--- src/hw/mode_sel_pkg.sv ---
package mode_sel_pkg;
  // Register byte offsets.
  localparam logic [7:0] SubmodeOffset  = 8'h00;
  localparam logic [7:0] PowerCmdOffset = 8'h04;
  localparam logic [7:0] SensorOffset   = 8'h08;
  localparam logic [7:0] ThreshOffset   = 8'h0c;
  localparam logic [7:0] StatusOffset   = 8'h10;
  localparam logic [7:0] SpeedOffset    = 8'h14;
  // Submode select fields.
  localparam int SubClosedLoopBit = 0;
  localparam int SubAutoAlignBit  = 4;
  localparam int SubSlowSpeedBit  = 7;
  localparam int SubAutoSetupBit  = 8;
  // Sensor configuration fields.
  localparam int SenHallSelBit = 0;
  localparam int SenEncSelBit  = 1;
  // Status word bit that shows closed loop.
  localparam int StatClosedLoopBit = 15;
  localparam logic [15:0] StatOpEnabled = 16'h0027;
  // Reset values.
  localparam logic [15:0] SubmodeReset = 16'h0000;
  localparam logic [1:0]  SensorReset  = 2'h2;
  localparam logic [15:0] ThreshReset  = 16'h0064;
  // Hysteresis in percent and filter shift.
  localparam int HystPercent = 10;
  localparam int FiltShift   = 3;
  // Alignment hold time.
  localparam int AlignTimeUs     = 100;
  localparam int ClkMhz          = 100;
  localparam int AlignCycles     = AlignTimeUs * ClkMhz;
  typedef enum logic [1:0] {
    PwrIdle    = 2'b00,
    PwrAlign   = 2'b01,
    PwrEnabled = 2'b11
  } pwr_state_t;
endpackage

--- src/hw/speed_if.sv ---
`timescale 1ns/100ps
interface speed_if;
  logic signed [15:0] posDelta;
  logic               sample;
  logic        [15:0] speedAbs;
  modport est (input posDelta, input sample, output speedAbs);
  modport ctl (output posDelta, output sample, input speedAbs);
endinterface

--- src/hw/closed_loop_mode_select.sv ---
`timescale 1ns/100ps
// Function
// - Closed loop needs submode bit 0, which the block sets itself when an auto setup succeeds.
// - With a Hall commutation sensor, closed loop is entered right after power-up.
// - With encoder commutation, open loop holds until the index has been seen once or an alignment has finished.
// - With submode bit 4 set and encoder commutation, alignment runs once per restart on the first enable-operation command unless the index was already seen.
// - Alignment moves the rotor to a pole, then operation enabled is entered and motion resumes.
// - Status bit 15 shows closed loop while operation is enabled.
// - Speed is the position change per cycle, low-pass filtered.
// - Slow speed is available only with encoder feedback.
// - Slow speed and closed loop swap at a programmable threshold with 10 percent hysteresis.
// - Slow speed drives constant current but still watches following error and may enable vector control.
// - At standstill with slow speed enabled, closed loop is used.
// - With several commutation sensors, the one with valid alignment is used.
module closed_loop_mode_select
  import mode_sel_pkg::*;
#(
  parameter int AlignCount = AlignCycles
)
(
  input  wire logic        clk_sys,
  input  wire logic        rstn,
  input  wire logic        ce,
  input  wire logic        wb_cyc_i,
  input  wire logic        wb_stb_i,
  input  wire logic        wb_we_i,
  input  wire logic [7:0]  wb_adr_i,
  input  wire logic [3:0]  wb_sel_i,
  input  wire logic [31:0] wb_dat_i,
  output logic      [31:0] wb_dat_o,
  output logic             wb_ack_o,
  input  wire logic        encIndex,
  input  wire logic signed [15:0] encDelta,
  input  wire logic        autoSetupDone,
  input  wire logic        followErr,
  output logic             closedLoop,
  output logic             slowSpeed,
  output logic             alignDrive,
  output logic             vectorCtrl,
  output logic             commutHall,
  output logic             opEnabled
);
  speed_if sp ();

  logic [15:0] submode_r;
  logic [1:0]  sensor_r;
  logic [15:0] thresh_r;
  logic [2:0]  idxSync_r;
  logic        idxSeen_r;
  logic        aligned_r;
  logic        alignDone_r;
  logic [31:0] alignCnt_r;
  logic        slowSel_r;
  logic        enableReq_r;
  pwr_state_t  pwr_r;
  pwr_state_t  pwr_nxt;
  logic        hallOk;
  logic        encOk;
  logic        clAllowed;
  logic        wbHit;
  logic        wbWr;
  logic        closedNow;
  logic [15:0] hiLimit;
  logic [15:0] loLimit;
  logic [15:0] statusWord;
  logic [31:0] rdData;

  function automatic logic [15:0] scale_pct(input logic [15:0] v, input int pct);
    logic [23:0] p;
    p = 24'(v) * 24'(pct);
    return 16'(p / 24'd100);
  endfunction

  function automatic logic [15:0] merge16(input logic [15:0] old, input logic [31:0] d, input logic [3:0] s);
    merge16 = old;
    if (s[0]) merge16[7:0] = d[7:0];
    if (s[1]) merge16[15:8] = d[15:8];
  endfunction

  assign sp.posDelta = encDelta;
  assign sp.sample   = 1'b1;

  speed_estimator u_speed (
    .clk_sys (clk_sys),
    .rstn    (rstn),
    .ce      (ce),
    .sp      (sp)
  );

  assign wbHit = wb_cyc_i && wb_stb_i && !wb_ack_o;
  // Writes land at the edge where the master sees ack, so a request dropped earlier leaves no trace.
  assign wbWr  = wb_cyc_i && wb_stb_i && wb_we_i && wb_ack_o;

  // Single-cycle answer; unmapped addresses read zero and ignore writes.
  always_ff @(posedge clk_sys) begin
    if (!rstn) begin
      wb_ack_o <= 1'b0;
      wb_dat_o <= 32'h0;
    end else if (ce) begin
      wb_ack_o <= wbHit;
      wb_dat_o <= rdData;
    end
  end

  always_ff @(posedge clk_sys) begin
    if (!rstn) begin
      submode_r <= SubmodeReset;
    end else if (ce) begin
      if (wbWr && wb_adr_i == SubmodeOffset) begin
        submode_r <= merge16(submode_r, wb_dat_i, wb_sel_i);
      end
      if (autoSetupDone) begin
        submode_r[SubClosedLoopBit] <= 1'b1;
        submode_r[SubAutoSetupBit]  <= 1'b1;
      end
    end
  end

  always_ff @(posedge clk_sys) begin
    if (!rstn) begin
      sensor_r <= SensorReset;
      thresh_r <= ThreshReset;
    end else if (ce && wbWr) begin
      if (wb_adr_i == SensorOffset && wb_sel_i[0]) begin
        sensor_r <= wb_dat_i[1:0];
      end
      if (wb_adr_i == ThreshOffset) begin
        thresh_r <= merge16(thresh_r, wb_dat_i, wb_sel_i);
      end
    end
  end

  // The enable-operation request is a level that stands until a write of 0 withdraws it.
  always_ff @(posedge clk_sys) begin
    if (!rstn) begin
      enableReq_r <= 1'b0;
    end else if (ce) begin
      if (wbWr && wb_adr_i == PowerCmdOffset && wb_sel_i[0]) begin
        enableReq_r <= wb_dat_i[0];
      end
    end
  end

  // Index pin synchroniser; a pulse counts once stages two and three are both high.
  always_ff @(posedge clk_sys) begin
    if (!rstn) begin
      idxSync_r <= 3'h0;
      idxSeen_r <= 1'b0;
    end else if (ce) begin
      idxSync_r <= {idxSync_r[1:0], encIndex};
      if (idxSync_r[1] && idxSync_r[2]) begin
        idxSeen_r <= 1'b1;
      end
    end
  end

  assign hallOk = sensor_r[SenHallSelBit];
  assign encOk  = sensor_r[SenEncSelBit] && (idxSeen_r || aligned_r);
  assign clAllowed = submode_r[SubClosedLoopBit] && (hallOk || encOk);

  always_comb begin
    pwr_nxt = pwr_r;
    case (pwr_r)
      PwrIdle: begin
        if (enableReq_r) begin
          // Alignment is only needed when no sensor already gives it.
          if (submode_r[SubAutoAlignBit] && !alignDone_r && !hallOk && !idxSeen_r) begin
            pwr_nxt = PwrAlign;
          end else begin
            pwr_nxt = PwrEnabled;
          end
        end
      end
      PwrAlign: begin
        if (!enableReq_r) begin
          pwr_nxt = PwrIdle;
        end else if (alignCnt_r == 32'(AlignCount - 1)) begin
          pwr_nxt = PwrEnabled;
        end
      end
      PwrEnabled: begin
        if (!enableReq_r) begin
          pwr_nxt = PwrIdle;
        end
      end
      default: pwr_nxt = PwrIdle;
    endcase
  end

  always_ff @(posedge clk_sys) begin
    if (!rstn) begin
      pwr_r <= PwrIdle;
    end else if (ce) begin
      pwr_r <= pwr_nxt;
    end
  end

  // Alignment runs once per restart; a dropped enable does not retry it.
  always_ff @(posedge clk_sys) begin
    if (!rstn) begin
      alignCnt_r  <= 32'h0;
      alignDone_r <= 1'b0;
      aligned_r   <= 1'b0;
    end else if (ce) begin
      if (pwr_r == PwrAlign) begin
        alignCnt_r <= alignCnt_r + 32'h1;
        if (alignCnt_r == 32'(AlignCount - 1)) begin
          aligned_r <= 1'b1;
        end
      end else begin
        alignCnt_r <= 32'h0;
      end
      if (pwr_r == PwrAlign) begin
        alignDone_r <= 1'b1;
      end
    end
  end

  assign hiLimit = thresh_r + scale_pct(thresh_r, HystPercent);
  assign loLimit = thresh_r - scale_pct(thresh_r, HystPercent);

  // Standstill is caught before the limit checks, so it always returns to closed loop.
  always_ff @(posedge clk_sys) begin
    if (!rstn) begin
      slowSel_r <= 1'b0;
    end else if (ce) begin
      if (!submode_r[SubSlowSpeedBit] || !sensor_r[SenEncSelBit] || !clAllowed) begin
        slowSel_r <= 1'b0;
      end else if (sp.speedAbs == 16'h0) begin
        slowSel_r <= 1'b0;
      end else if (!slowSel_r && sp.speedAbs <= loLimit) begin
        slowSel_r <= 1'b1;
      end else if (slowSel_r && sp.speedAbs >= hiLimit) begin
        slowSel_r <= 1'b0;
      end
    end
  end

  // Slow speed drives a fixed current, so it does not count as closed loop in the status word.
  assign closedNow  = clAllowed && !slowSel_r;
  assign statusWord = StatOpEnabled
                    | ({15'h0, closedNow && (pwr_r == PwrEnabled)} << StatClosedLoopBit);

  always_comb begin
    rdData = 32'h0;
    case (wb_adr_i)
      SubmodeOffset:  rdData = {16'h0, submode_r};
      PowerCmdOffset: rdData = {31'h0, enableReq_r};
      SensorOffset:   rdData = {28'h0, idxSeen_r, aligned_r, sensor_r};
      ThreshOffset:   rdData = {16'h0, thresh_r};
      StatusOffset:   rdData = (pwr_r == PwrEnabled) ? {16'h0, statusWord} : {30'h0, pwr_r};
      SpeedOffset:    rdData = {16'h0, sp.speedAbs};
      default:        rdData = 32'h0;
    endcase
  end

  always_ff @(posedge clk_sys) begin
    if (!rstn) begin
      closedLoop <= 1'b0;
      slowSpeed  <= 1'b0;
      alignDrive <= 1'b0;
      vectorCtrl <= 1'b0;
      commutHall <= 1'b0;
      opEnabled  <= 1'b0;
    end else if (ce) begin
      closedLoop <= closedNow;
      slowSpeed  <= slowSel_r;
      alignDrive <= pwr_r == PwrAlign;
      vectorCtrl <= clAllowed && (!slowSel_r || followErr);
      commutHall <= hallOk && !encOk;
      opEnabled  <= pwr_r == PwrEnabled;
    end
  end
endmodule

--- src/hw/speed_estimator.sv ---
`timescale 1ns/100ps
module speed_estimator
  import mode_sel_pkg::*;
(
  input wire logic clk_sys,
  input wire logic rstn,
  input wire logic ce,
  speed_if.est     sp
);
  logic signed [19:0] filt_r;
  logic signed [19:0] sum;
  logic        [19:0] mag;

  // Delta per fixed cycle is the speed; a first-order low-pass smooths it.
  // The filter settles at eight times the delta, and the output shift takes that gain back out.
  assign sum = filt_r + 20'(sp.posDelta) - (filt_r >>> FiltShift);
  assign mag = filt_r[19] ? 20'(-filt_r) : filt_r;

  always_ff @(posedge clk_sys) begin
    if (!rstn) begin
      filt_r <= 20'sh0;
    end else if (ce && sp.sample) begin
      filt_r <= sum;
    end
  end

  assign sp.speedAbs = 16'(mag >> FiltShift);
endmodule

--- config.mk ---
export PLATFORM = sky130hd
export DESIGN_NAME = closed_loop_mode_select
export DESIGN_NICKNAME = d
export VERILOG_FILES = /design/src/hw/mode_sel_pkg.sv /design/src/hw/speed_if.sv /design/src/hw/closed_loop_mode_select.sv /design/src/hw/speed_estimator.sv
export SDC_FILE = /design/constraint.sdc
export NUM_CORES = 1
export LEC_CHECK = 0
export ABC_AREA = 1
export BUFFER_PORTS_ARGS = -buffer_cell sky130_fd_sc_hd__buf_4
export CORE_ASPECT_RATIO = 0.9
export CORE_MARGIN = 2
export CORE_UTILIZATION = 63
export CTS_BUF_LIST = sky130_fd_sc_hd__clkbuf_4
export CTS_CLUSTER_SIZE = 24
export DETAILED_ROUTE_END_ITERATION = 10
export PLACE_DENSITY = 0.93
export SETUP_SLACK_MARGIN = 0.3
export SLEW_MARGIN = 10
export SYNTH_ARGS = -nofsm -noshare
export SYNTH_HDL_FRONTEND = slang
export SYNTH_SLANG_ARGS = --single-unit
export TNS_END_PERCENT = 50
--- constraint.sdc ---
create_clock -name clk_sys -period 14.5 [get_ports clk_sys]
set_clock_uncertainty 0.2 [all_clocks]
set_input_delay 1.45 -clock clk_sys [delete_from_list [all_inputs] [get_ports clk_sys]]
set_output_delay 1.45 -clock clk_sys [all_outputs]
set_load 0.01 [all_outputs]
### Yosys cells after proc, flatten, opt, wreduce, memory -nomap -nowiden

Index checks and enable logic that the tools add are counted.

* output and inout bits: 39
* bits of input ports: 69
* register bits after elaboration: 135
* logic and storage cells: 119

* divide/modulo/power cells: 1
* $add $sub $neg: 6
* equality and inequality tests: 11
* reduce and logical (&&, ||, !) cells: 55
* mux-type cells: 19
* order comparisons: 2
* multipliers: 1

Operators with widths (count)
* $pmux 16 s6: 1
* $add 32x1->32 const B: 1
* $eq 32x14->1 const B: 1
* $mux 32: 1
* $div 20x7->24 const B: 1
* $logic_and 1x1->1: 21
* $reduce_and 3->1: 7
* $add 20x16->20: 1
* $sub 20x17->20: 1
* $mul 16x3->19 const B: 1
* $mux 19: 1
* $neg 19->19: 1
* $add 16x16->16: 1
* $eq 8x4->1 const B: 2
* $eq 8x5->1 const B: 2
* $ge 16x16->1: 1
* $le 16x16->1: 1
* $logic_not 16->1: 1
* $mux 16: 1
* $sub 16x16->16: 1
* $mux 2: 5
* $reduce_and 2->1: 5
* $logic_not 1->1: 9
* $mux 9: 1
* other kinds (14): 27

### Logic depth before layout (Yosys ltp)

Gate-level depths: netlist (run 1).

* word-level depth: 9
* depth in mapped cells: 104

### Hierarchy

Synthesis (run 1) repeated with hierarchy kept, for this count alone.

* cells, all modules: 1995
* area total of the unflattened synthesis: 12737.2 um^2

By module, submodules not included
* closed_loop_mode_select: sequential area each 1981.9 um^2, instances 1, area an instance 9744.3 um^2, cells an instance 1525
* speed_estimator: sequential area each 400.4 um^2, instances 1, area an instance 2992.9 um^2, cells an instance 470

### Least setup slack after synthesis (run 1)

Ideal clock, no wire load.

* path kind: flip-flop to flip-flop
* from: reg thresh_r[3]
* to: reg slowSel_r
* clock period less this slack: 10405 ps
* arrival: 10131 ps
* path buffers: 0
* library setup time: 74 ps
* stages on the path, launching flop included: 93
* setup slack: 4095 ps
* path through: dfxtp_1 ha_1 ha_1 fa_1 nand3_1 nand2_2 nand2_2 nand2_2 nand2_1 nand2_2 nand2_2 nand2_2 nor2_4 nand2_2 nand2_4 nand3_1 nand2_2 nand3_4 [57 not listed] a21oi_1 o31ai_1 nand3_1 nand2_1 nand3b_1 o211ai_1 xor2_1 inv_1 ha_1 nand2_1 inv_1 nand3_1 nor3_1 nand4_1 o21ai_0 a21oi_1 a211o_1 a31oi_1

* cells in the longest elaborated chain, start to end: 8
* elaborated cells between the ends (all ways): 13

RTL lines
* start, declared: line closed_loop_mode_select.sv:47 `logic [15:0] thresh_r;`
* start signal, assigned: line closed_loop_mode_select.sv:122 `thresh_r <= ThreshReset;`
* start signal, assigned: line closed_loop_mode_select.sv:128 `thresh_r <= merge16(thresh_r, wb_dat_i, wb_sel_i);`
* $mul 16x3->19: line closed_loop_mode_select.sv:70 `p = 24'(v) * 24'(pct);`
* $div 20x7->24: line closed_loop_mode_select.sv:71 `return 16'(p / 24'd100);`
* $sub 16x16->16: line closed_loop_mode_select.sv:220 `assign loLimit = thresh_r - scale_pct(thresh_r, HystPercent);`
* $le 16x16->1: line closed_loop_mode_select.sv:231 `end else if (!slowSel_r && sp.speedAbs <= loLimit) begin`
* $logic_and 1x1->1: line closed_loop_mode_select.sv:231
* $mux 1: line closed_loop_mode_select.sv:231
* $mux 1: line closed_loop_mode_select.sv:229 `end else if (sp.speedAbs == 16'h0) begin`
* $mux 1: line closed_loop_mode_select.sv:227 `if (!submode_r[SubSlowSpeedBit] || !sensor_r[SenEncSelBit] || !clAllowed) begin`
* end signal, assigned: line closed_loop_mode_select.sv:228 `slowSel_r <= 1'b0;`
* end signal, assigned: line closed_loop_mode_select.sv:230 `slowSel_r <= 1'b0;`
* end signal, assigned: line closed_loop_mode_select.sv:232 `slowSel_r <= 1'b1;`
* end, declared: line closed_loop_mode_select.sv:53 `logic slowSel_r;`

Parallel ways exist; a longest one is shown, timed or not.
A chain may end at the register's enable or synchronous reset.

### Final worst setup path (run 1)

Ends and elaborated chain as after synthesis.

==> summary.md, run 1 <==
| Metric | Value |
|---|---|
| Gate count after technology mapping | 1,744 |
| CTS Root Cell | sky130_fd_sc_hd__clkbuf_4 |
| Antenna violations before repair | 0 |
| Dominant synthesized flop cell | sky130_fd_sc_hd__dfxtp_1 |
| GRT Util Overall | 29.5% |
| Class of the worst hold path | reg -> reg |
| Final weighted congestion in routability-driven placement | 0.981 |
| Reg2Reg Depth | between 80 and 90 |
| Fillcell total | 1,437 |
| Instance count along the most critical hold path | 2 |
| Clock slew at the register clock pins of the worst setup and hold paths | 120 ps |
| Setup-violating endpoint count in the final report | 0 |
| Power consumption | about 1600 uW |
| Initial Utilization | 63.8% |
| Min Tclk post-route | 12,290 ps |
| Data arrival time of the worst path | 12,560 ps |
| Largest fanout of any net on the critical path | 7 |
| Buffers on Ports | 73 |
| Insertion delay of the later-clocked pin in the worst-skew pair | 540 ps |
| CTS tree | done |
| Post-synthesis cell area | about 12,000 sq um |
| Type of the worst setup path | reg -> reg |
| Pin count of the biggest net entering global routing | 79 |
| MaxCap Viol Count | 0 |
| First-pass GRT wire length | about 50 mm |
| Vias | 11,800 |
| Status | finished clean |
| Required @ worst endpoint | 14,770 ps |
| Synthesis-stage register bit count | ~120 |
| Post-detailed-route DRC marker count | 0 |
| Number of pins with negative max-slew slack in the final report | 0 |
| IR drop worst, VDD | 0.0973 mV |
| Total congestion overflow | 0 |
| Iter 0 DRT Violations | 984 |
| Area of the core | ~18,000 sq um |
| Synthesized area divided by synthesized cell count | 6.69 sq um |
| Detailed Place HPWL | about 23 mm |
| Portion of synthesized cell area occupied by the leading cell type | 20.4% |
| RSZ-0062 raised after global routing | no |
| Clock Sinks | 119 |
| Post-layout worst setup margin | 2210 ps |
| Number of distinct library cell variants in the gate-level netlist after synthesis | 53 |
| Number of flops mapped to enable cells by yosys | 0 |
| Critical Path Sink Type | flop |
| Critical path's largest stage delay | 540 ps |
| Maximum level of the CTS H-tree | 4 |
| Launch point of the worst reg-to-reg path | thresh_r[3]$_SDFFE_PN0P_ |
| PD cells | 125 nW/um^2 |
| Routed Antenna Nets | 0 |
| Hold-fix buffers, CTS | 0 |
| Worst hold path endpoint | wb_dat_o[8]$_SDFFE_PN0P_ |
| Cells resized by post-CTS repair | 0 |
| WL/cell | 14.1 um |
| R2r setup slk | about 2200 ps |
| Final hold violation count | 0 |
| Max-slew headroom at the worst pin | 16.4% |
| Max stage delay cell, worst path | sky130_fd_sc_hd__dfxtp_1 |
| Maximum count of clock buffers along a single path | 2 |
| Top-level I/O count | 108 |
| Vias in the first global route | 11,100 |
| Die width | 147 um |
| Final period utilization | between 80% and 90% |
| Share of final-layout standard cells stronger than drive strength 1 | 13.2% |
| Synth area leader | sky130_fd_sc_hd__dfxtp_1 |
| Area growth syn-to-layout | 8.71% |
| Max frequency | a little over 80 MHz |
| Pin slew with the least headroom to its limit | 1240 ps |
| Die area | 19,600 sq um |
| Count of buffers added by post-CTS timing repair for setup | 0 |
| Dominant cell type by count on the critical path | sky130_fd_sc_hd__nand2_2 |
| Post-route setup TNS | 0 ps |
| Number of core rows | 47 |
| Die span in y | 133 um |
| Net count of the finished layout | 2,014 |
| Register area share after synthesis | 20.4% |
| Ys async rst share | 0% |
| Final antenna diode count | 0 |
| DR vias/cell | ~5.7 |
| Startpoint of the lowest-slack hold path | wb_dat_o[8]$_SDFFE_PN0P_ |
| Kind of launch point of the worst setup path | flop |
| Iteration count of the initial detailed-routing pass | 6 |
| TritonCTS buffer count | 17 |
| Endpoint of the worst register-to-register path | slowSel_r$_SDFFE_PN0P_ |
| Aggregate routed wire length | 29.3 mm |
| Worst hold margin | approximately 270 ps |
| Static leakage | 0.00622 uW |
| Top cells by area in the synthesized netlist | sky130_fd_sc_hd__dfxtp_1, sky130_fd_sc_hd__ha_1, sky130_fd_sc_hd__nand2_1 |
| Post-Place Worst Slack | 2360 ps |
| Yosys warns | 0 |
==> cell usage in the layout (no fill, tap or decap), types with 9 or more instances in the layout <==
master | synthesis | routed
sky130_fd_sc_hd__dfxtp_1 | 119 | 119
sky130_fd_sc_hd__o21bai_1 | 13 | 13
sky130_fd_sc_hd__xnor2_1 | 12 | 12
sky130_fd_sc_hd__fa_1 | 22 | 22
sky130_fd_sc_hd__a211oi_1 | 16 | 16
sky130_fd_sc_hd__nor3_1 | 30 | 30
sky130_fd_sc_hd__nand4_1 | 30 | 30
sky130_fd_sc_hd__a21oi_1 | 162 | 162
sky130_fd_sc_hd__o21ai_1 | 9 | 9
sky130_fd_sc_hd__ha_1 | 111 | 111
sky130_fd_sc_hd__o21ai_0 | 78 | 78
sky130_fd_sc_hd__inv_2 | 27 | 28
sky130_fd_sc_hd__nand2_4 | 15 | 15
sky130_fd_sc_hd__xor2_1 | 63 | 63
sky130_fd_sc_hd__o21a_1 | 11 | 11
sky130_fd_sc_hd__nor4_1 | 18 | 16
sky130_fd_sc_hd__nand2_1 | 329 | 329
sky130_fd_sc_hd__nand2_2 | 51 | 51
sky130_fd_sc_hd__inv_1 | 283 | 282
sky130_fd_sc_hd__nand3_1 | 97 | 97
sky130_fd_sc_hd__conb_1 | 1 | 16
sky130_fd_sc_hd__nor2_1 | 108 | 108
sky130_fd_sc_hd__buf_4 | 16 | 80
sky130_fd_sc_hd__clkbuf_4 | 0 | 19
==> sequential cells by signal (all words and copies together) (netlist names), 2 cells and up <==
signal / cells
wb_dat_o: 16
u_speed.filt_r: 20
thresh_r: 16
idxSync_r: 3
pwr_r: 2
alignCnt_r: 32
sensor_r: 2
submode_r: 16
==> kinds of logic (layout without fill, tap and decap cells) <==
group,after synthesis,after routing,share of synthesized area [%]
AND/OR/NAND/NOR,718,718,29.5
XOR/XNOR,76,76,5.86
buffers and inverters,362,427,12.2
AO/OA/AOI/OAI,335,335,16.3
adder cells (fa/ha/maj),133,133,15.7
flip-flops,119,119,20.4
other,1,16,0.0321
==> report_power, final <==
group / total, uW / internal (uW) / switching (uW)
Combinational: 948 / 376 / 572
Clock: 237 / 105 / 133
Sequential: 396 / 357 / 39.2
==> synth_stat cells, types with 11 or more instances <==
master	instances
sky130_fd_sc_hd__nand3_1	97
sky130_fd_sc_hd__nand2_4	15
sky130_fd_sc_hd__fa_1	22
sky130_fd_sc_hd__inv_2	27
sky130_fd_sc_hd__xor2_1	63
sky130_fd_sc_hd__a211oi_1	16
sky130_fd_sc_hd__o21ai_0	78
sky130_fd_sc_hd__nand4_1	30
sky130_fd_sc_hd__ha_1	111
sky130_fd_sc_hd__o21bai_1	13
sky130_fd_sc_hd__a21oi_1	162
sky130_fd_sc_hd__nor2_1	108
sky130_fd_sc_hd__o21a_1	11
sky130_fd_sc_hd__dfxtp_1	119
sky130_fd_sc_hd__nor4_1	18
sky130_fd_sc_hd__buf_4	16
sky130_fd_sc_hd__xnor2_1	12
sky130_fd_sc_hd__nand2_1	329
sky130_fd_sc_hd__inv_1	283
sky130_fd_sc_hd__nor3_1	30
sky130_fd_sc_hd__clkbuf_1	27
sky130_fd_sc_hd__nand2_2	51
==> worst max-delay path: cells and delay by family (launching register included) <==
kind,cells,cell delay (ps)
fa+ha+maj,6,1890
compound gates,12,2370
buf+inv,5,460
simple gates,62,6330
flops,1,540
xor+xnor,2,400
==> stage by stage <==
step,utilization (%),cells,cell area (sq um)
floorplan,-,1759,11700
global placement,67.9,2038,12400
detailed placement,67.9,2038,12400
CTS,69.4,2069,12700
global route,69.4,2069,12700
finish,69.4,2069,12700
==> per-layer routing <==
metal,GRT usage (%),vias to the layer above,wire length [um]
met3,6.03,76,2290
li1,-,5820,-
met5,0,-,0
met1,36.7,5396,12400
met2,51.8,513,13900
met4,8.87,0,766
==> final cells by class <==
| class | instances | area, sq um | share of cell area (%) |
|---|---|---|---|
| Sequential cell | 119 | 2380 | 18.8 |
| Clock buffer | 19 | 143 | 1.12 |
| Inverter | 316 | 1190 | 9.35 |
| Tap cell | 245 | 307 | 2.42 |
| Clock inverter | 12 | 130 | 1.03 |
| Timing Repair Buffer | 80 | 601 | 4.73 |
| Multi-Input combinational cell | 1278 | 7940 | 62.6 |
==> how the worst max path moves through the flow <==
stage,cells past startpoint,slack (ps),endpoint,startpoint
3_3_place_gp,90,2830,slowSel_r$_SDFFE_PN0P_,thresh_r[3]$_SDFFE_PN0P_
4_1_cts,89,2280,slowSel_r$_SDFFE_PN0P_,thresh_r[3]$_SDFFE_PN0P_
2_1_floorplan,92,4100,slowSel_r$_SDFFE_PN0P_,thresh_r[3]$_SDFFE_PN0P_
3_5_place_dp,89,2360,slowSel_r$_SDFFE_PN0P_,thresh_r[3]$_SDFFE_PN0P_
5_1_grt,94,1110,slowSel_r$_SDFFE_PN0P_,thresh_r[3]$_SDFFE_PN0P_
6_report,87,2210,slowSel_r$_SDFFE_PN0P_,thresh_r[3]$_SDFFE_PN0P_
Power figures use the tool's default switching activity.
==> run 2, diff against run 1 <==
Settings changed: CORE_UTILIZATION 63 to 57, PLACE_DENSITY 0.93 to 0.89.
Clock period 14.5 ns to 10 ns, I/O delays scaled along.
==> summary.md, run 2 (synthesized netlist as in run 1, its figures left out) <==
| Metric | Value |
|---|---|
| Total congestion overflow | 0 (unchanged) |
| Buffers on Ports | 73 (unchanged) |
| Vias | 13,300 (was 11,800) |
| Kind of launch point of the worst setup path | flop (unchanged) |
| TritonCTS buffer count | 17 (unchanged) |
| Type of the worst setup path | reg -> reg (unchanged) |
| Iteration count of the initial detailed-routing pass | 7 (was 6) |
| Placed cells | 2,199 (was 2,038) |
| Most common cell after layout, fill and taps aside | sky130_fd_sc_hd__inv_1 (was sky130_fd_sc_hd__nand2_1) |
| Area growth syn-to-layout | 31.1% (was 8.71%) |
| Final hold violation count | 0 (unchanged) |
| Number of flip-flops under the largest register name | 32 (unchanged) |
| R2r setup slk | -1540 ps (was 2210 ps) |
| Largest fanout of any net on the critical path | 6 (was 7) |
| Maximum count of clock buffers along a single path | 2 (unchanged) |
| CTS tree | done (unchanged) |
| IR drop worst, VDD | 0.166 mV (was 0.0973 mV) |
| Biggest register | alignCnt_r (unchanged) |
| Post-Place Worst Slack | -1080 ps (was 2360 ps) |
| Number of pins with negative max-slew slack in the final report | 0 (unchanged) |
| Post-layout worst setup margin | -1540 ps (was 2210 ps) |
| MaxCap Viol Count | 0 (unchanged) |
| RSZ-0062 raised after global routing | yes (was no) |
| Critical Path Sink Type | flop (unchanged) |
| Data arrival time of the worst path | 11,830 ps (was 12,560 ps) |
| Routed Antenna Nets | 0 (unchanged) |
| Dominant cell type by count on the critical path | sky130_fd_sc_hd__nand2_4 (was sky130_fd_sc_hd__nand2_2) |
| Max-slew headroom at the worst pin | 42.9% (was 16.4%) |
| Endpoint of the worst register-to-register path | slowSel_r$_SDFFE_PN0P_ (unchanged) |
| Vias in the first global route | 12,700 (was 11,100) |
| Clock slew at the register clock pins of the worst setup and hold paths | 130 ps (was 120 ps) |
| Final weighted congestion in routability-driven placement | 0.889 (was 0.981) |
| Die width | 155 um (was 147 um) |
| First-pass GRT wire length | 56.7 mm (was 48.8 mm) |
| Top-level I/O count | 108 (unchanged) |
| Insertion delay of the later-clocked pin in the worst-skew pair | 550 ps (was 540 ps) |
| Violated checks | negative setup slack |
| Final period utilization | 115% (was 84.7%) |
| Max frequency | 86.6 MHz (was 81.4 MHz) |
| Start point of the critical path | thresh_r[3]$_SDFFE_PN0P_ (unchanged) |
| Net count of the finished layout | 2,209 (was 2,014) |
| Launch point of the worst reg-to-reg path | thresh_r[3]$_SDFFE_PN0P_ (unchanged) |
| Highest-count cells in the layout ignoring fill and taps | sky130_fd_sc_hd__inv_1, sky130_fd_sc_hd__nand2_1, sky130_fd_sc_hd__buf_4 (was sky130_fd_sc_hd__nand2_1, sky130_fd_sc_hd__inv_1, sky130_fd_sc_hd__a21oi_1) |
| Number of core rows | 49 (was 47) |
| Final antenna diode count | 0 (unchanged) |
| Detailed Place HPWL | 24.7 mm (was 22.9 mm) |
| Share of final-layout standard cells stronger than drive strength 1 | 28.7% (was 13.2%) |
| Status | finished, violations left (was finished clean) |
| Power consumption | 2440 uW (was 1580 uW) |
| DR vias/cell | 5.84 (was 5.71) |
| Pin count of the biggest net entering global routing | 75 (was 79) |
| Maximum level of the CTS H-tree | 4 (unchanged) |
| Class of the worst hold path | reg -> reg (unchanged) |
| Antenna violations before repair | 0 (unchanged) |
| Max stage delay cell, worst path | sky130_fd_sc_hd__dfxtp_4 (was sky130_fd_sc_hd__dfxtp_1) |
| Worst hold margin | 271 ps (was 275 ps) |
| Critical path depth | 94 (was 87) |
| Die span in y | 140 um (was 133 um) |
| Kind of cell adding the most delay to the critical path | simple AND/OR/NAND/NOR gates (unchanged) |
| Post-detailed-route DRC marker count | 0 (unchanged) |
| Area of the core | 20,000 sq um (was 18,300 sq um) |
| Registers with the most flip-flops | alignCnt_r: 32 flops, u_speed.filt_r: 20 flops (unchanged) |
| Die area | 21,600 sq um (was 19,600 sq um) |
| Initial Utilization | 58.2% (was 63.8%) |
| Critical path's largest stage delay | 400 ps (was 540 ps) |
| Min Tclk post-route | 11,540 ps (was 12,290 ps) |
| Aggregate routed wire length | 37.0 mm (was 29.3 mm) |
| Post-route setup TNS | -1540 ps (was 0 ps) |
| Critical path buffer and inverter count | 11 (was 5) |
| Setup-violating endpoint count in the final report | 1 (was 0) |
| Reg2Reg Depth | 94 (was 87) |
| Iter 0 DRT Violations | 1,250 (was 984) |
| Required @ worst endpoint | 10,290 ps (was 14,770 ps) |
| Non-filler instance count after layout | 2,275 (was 2,069) |
| WL/cell | 16.3 um (was 14.1 um) |
| Clock Sinks | 119 (unchanged) |
| CTS Root Cell | sky130_fd_sc_hd__clkbuf_4 (unchanged) |
| GRT Util Overall | 31.2% (was 29.5%) |
| PD cells | 159 nW/um^2 (was 125 nW/um^2) |
| Capturing instance or port of the critical path | slowSel_r$_SDFFE_PN0P_ (unchanged) |
| Static leakage | 0.00744 uW (was 0.00622 uW) |
| Instance count along the most critical hold path | 2 (unchanged) |
| Pin slew with the least headroom to its limit | 850 ps (was 1240 ps) |
==> run 2: worst reg2reg max path, delay by kind of cell (launching register included) <==
| family | cells | cell delay, ps |
|---|---|---|
| AO/OA/AOI/OAI | 18 | 2810 |
| XOR/XNOR | 1 | 210 |
| adder cells (fa/ha/maj) | 4 | 1030 |
| buffers and inverters | 11 | 940 |
| flip-flops | 1 | 400 |
| AND/OR/NAND/NOR | 60 | 5930 |
==> run 2: area by class of cell <==
cell class                 count  area [sq um]
clock buffer                  17           128
clock inverter                15           165
fill                        1255          4750
inverter                     316          1190
multi-input combinational   1278          8980
sequential                   119          2410
tap                          255           319
timing repair buffer         275          2100
==> run 2: routing by layer <==
layer / GRT usage (%) / up-vias / share of wire, %
li1: - / 6207 / -
met1: 36.4 / 6155 / 38
met2: 55.0 / 713 / 49
met3: 8.03 / 210 / 8.4
met4: 11.6 / 0 / 5.0
met5: 0 / - / 0
==> run 2: worst min path at each step <==
| stage | start | end | slack [ps] |
|---|---|---|---|
| global placement | submode_r[8]$_SDFFE_PN0P_ | submode_r[8]$_SDFFE_PN0P_ | 250 |
| finish | submode_r[8]$_SDFFE_PN0P_ | submode_r[8]$_SDFFE_PN0P_ | 270 |
| floorplan | submode_r[8]$_SDFFE_PN0P_ | submode_r[8]$_SDFFE_PN0P_ | 230 |
| detailed placement | submode_r[8]$_SDFFE_PN0P_ | submode_r[8]$_SDFFE_PN0P_ | 250 |
| global route | submode_r[8]$_SDFFE_PN0P_ | submode_r[8]$_SDFFE_PN0P_ | 280 |
| CTS | submode_r[8]$_SDFFE_PN0P_ | submode_r[8]$_SDFFE_PN0P_ | 270 |
==> run 2: metrics by stage <==
step,util [%],cell area (sq um)
4_1_cts,72.6,14600
3_5_place_dp,68.1,13600
6_report,76.3,15300
2_1_floorplan,-,11800
5_1_grt,76.3,15300
3_3_place_gp,68.1,13600
==> run 2: power by group <==
| part | leakage, uW | switching [uW] | internal (uW) |
|---|---|---|---|
| Clock | 0.000154 | 230 | 154 |
| Sequential | 0.000971 | 60.0 | 516 |
| Combinational | 0.00632 | 902 | 574 |
| Total | 0.00744 | 1190 | 1240 |
==> run 2: timing repair <==
| action | 4_1_cts | 5_1_grt |
|---|---|---|
| hold buffers | 0 | 0 |
| buffers inserted | 23 | 21 |
| setup endpoints to repair | 1 | 1 |
| resized for setup | 100 | 120 |
| pin swaps | 83 | 108 |
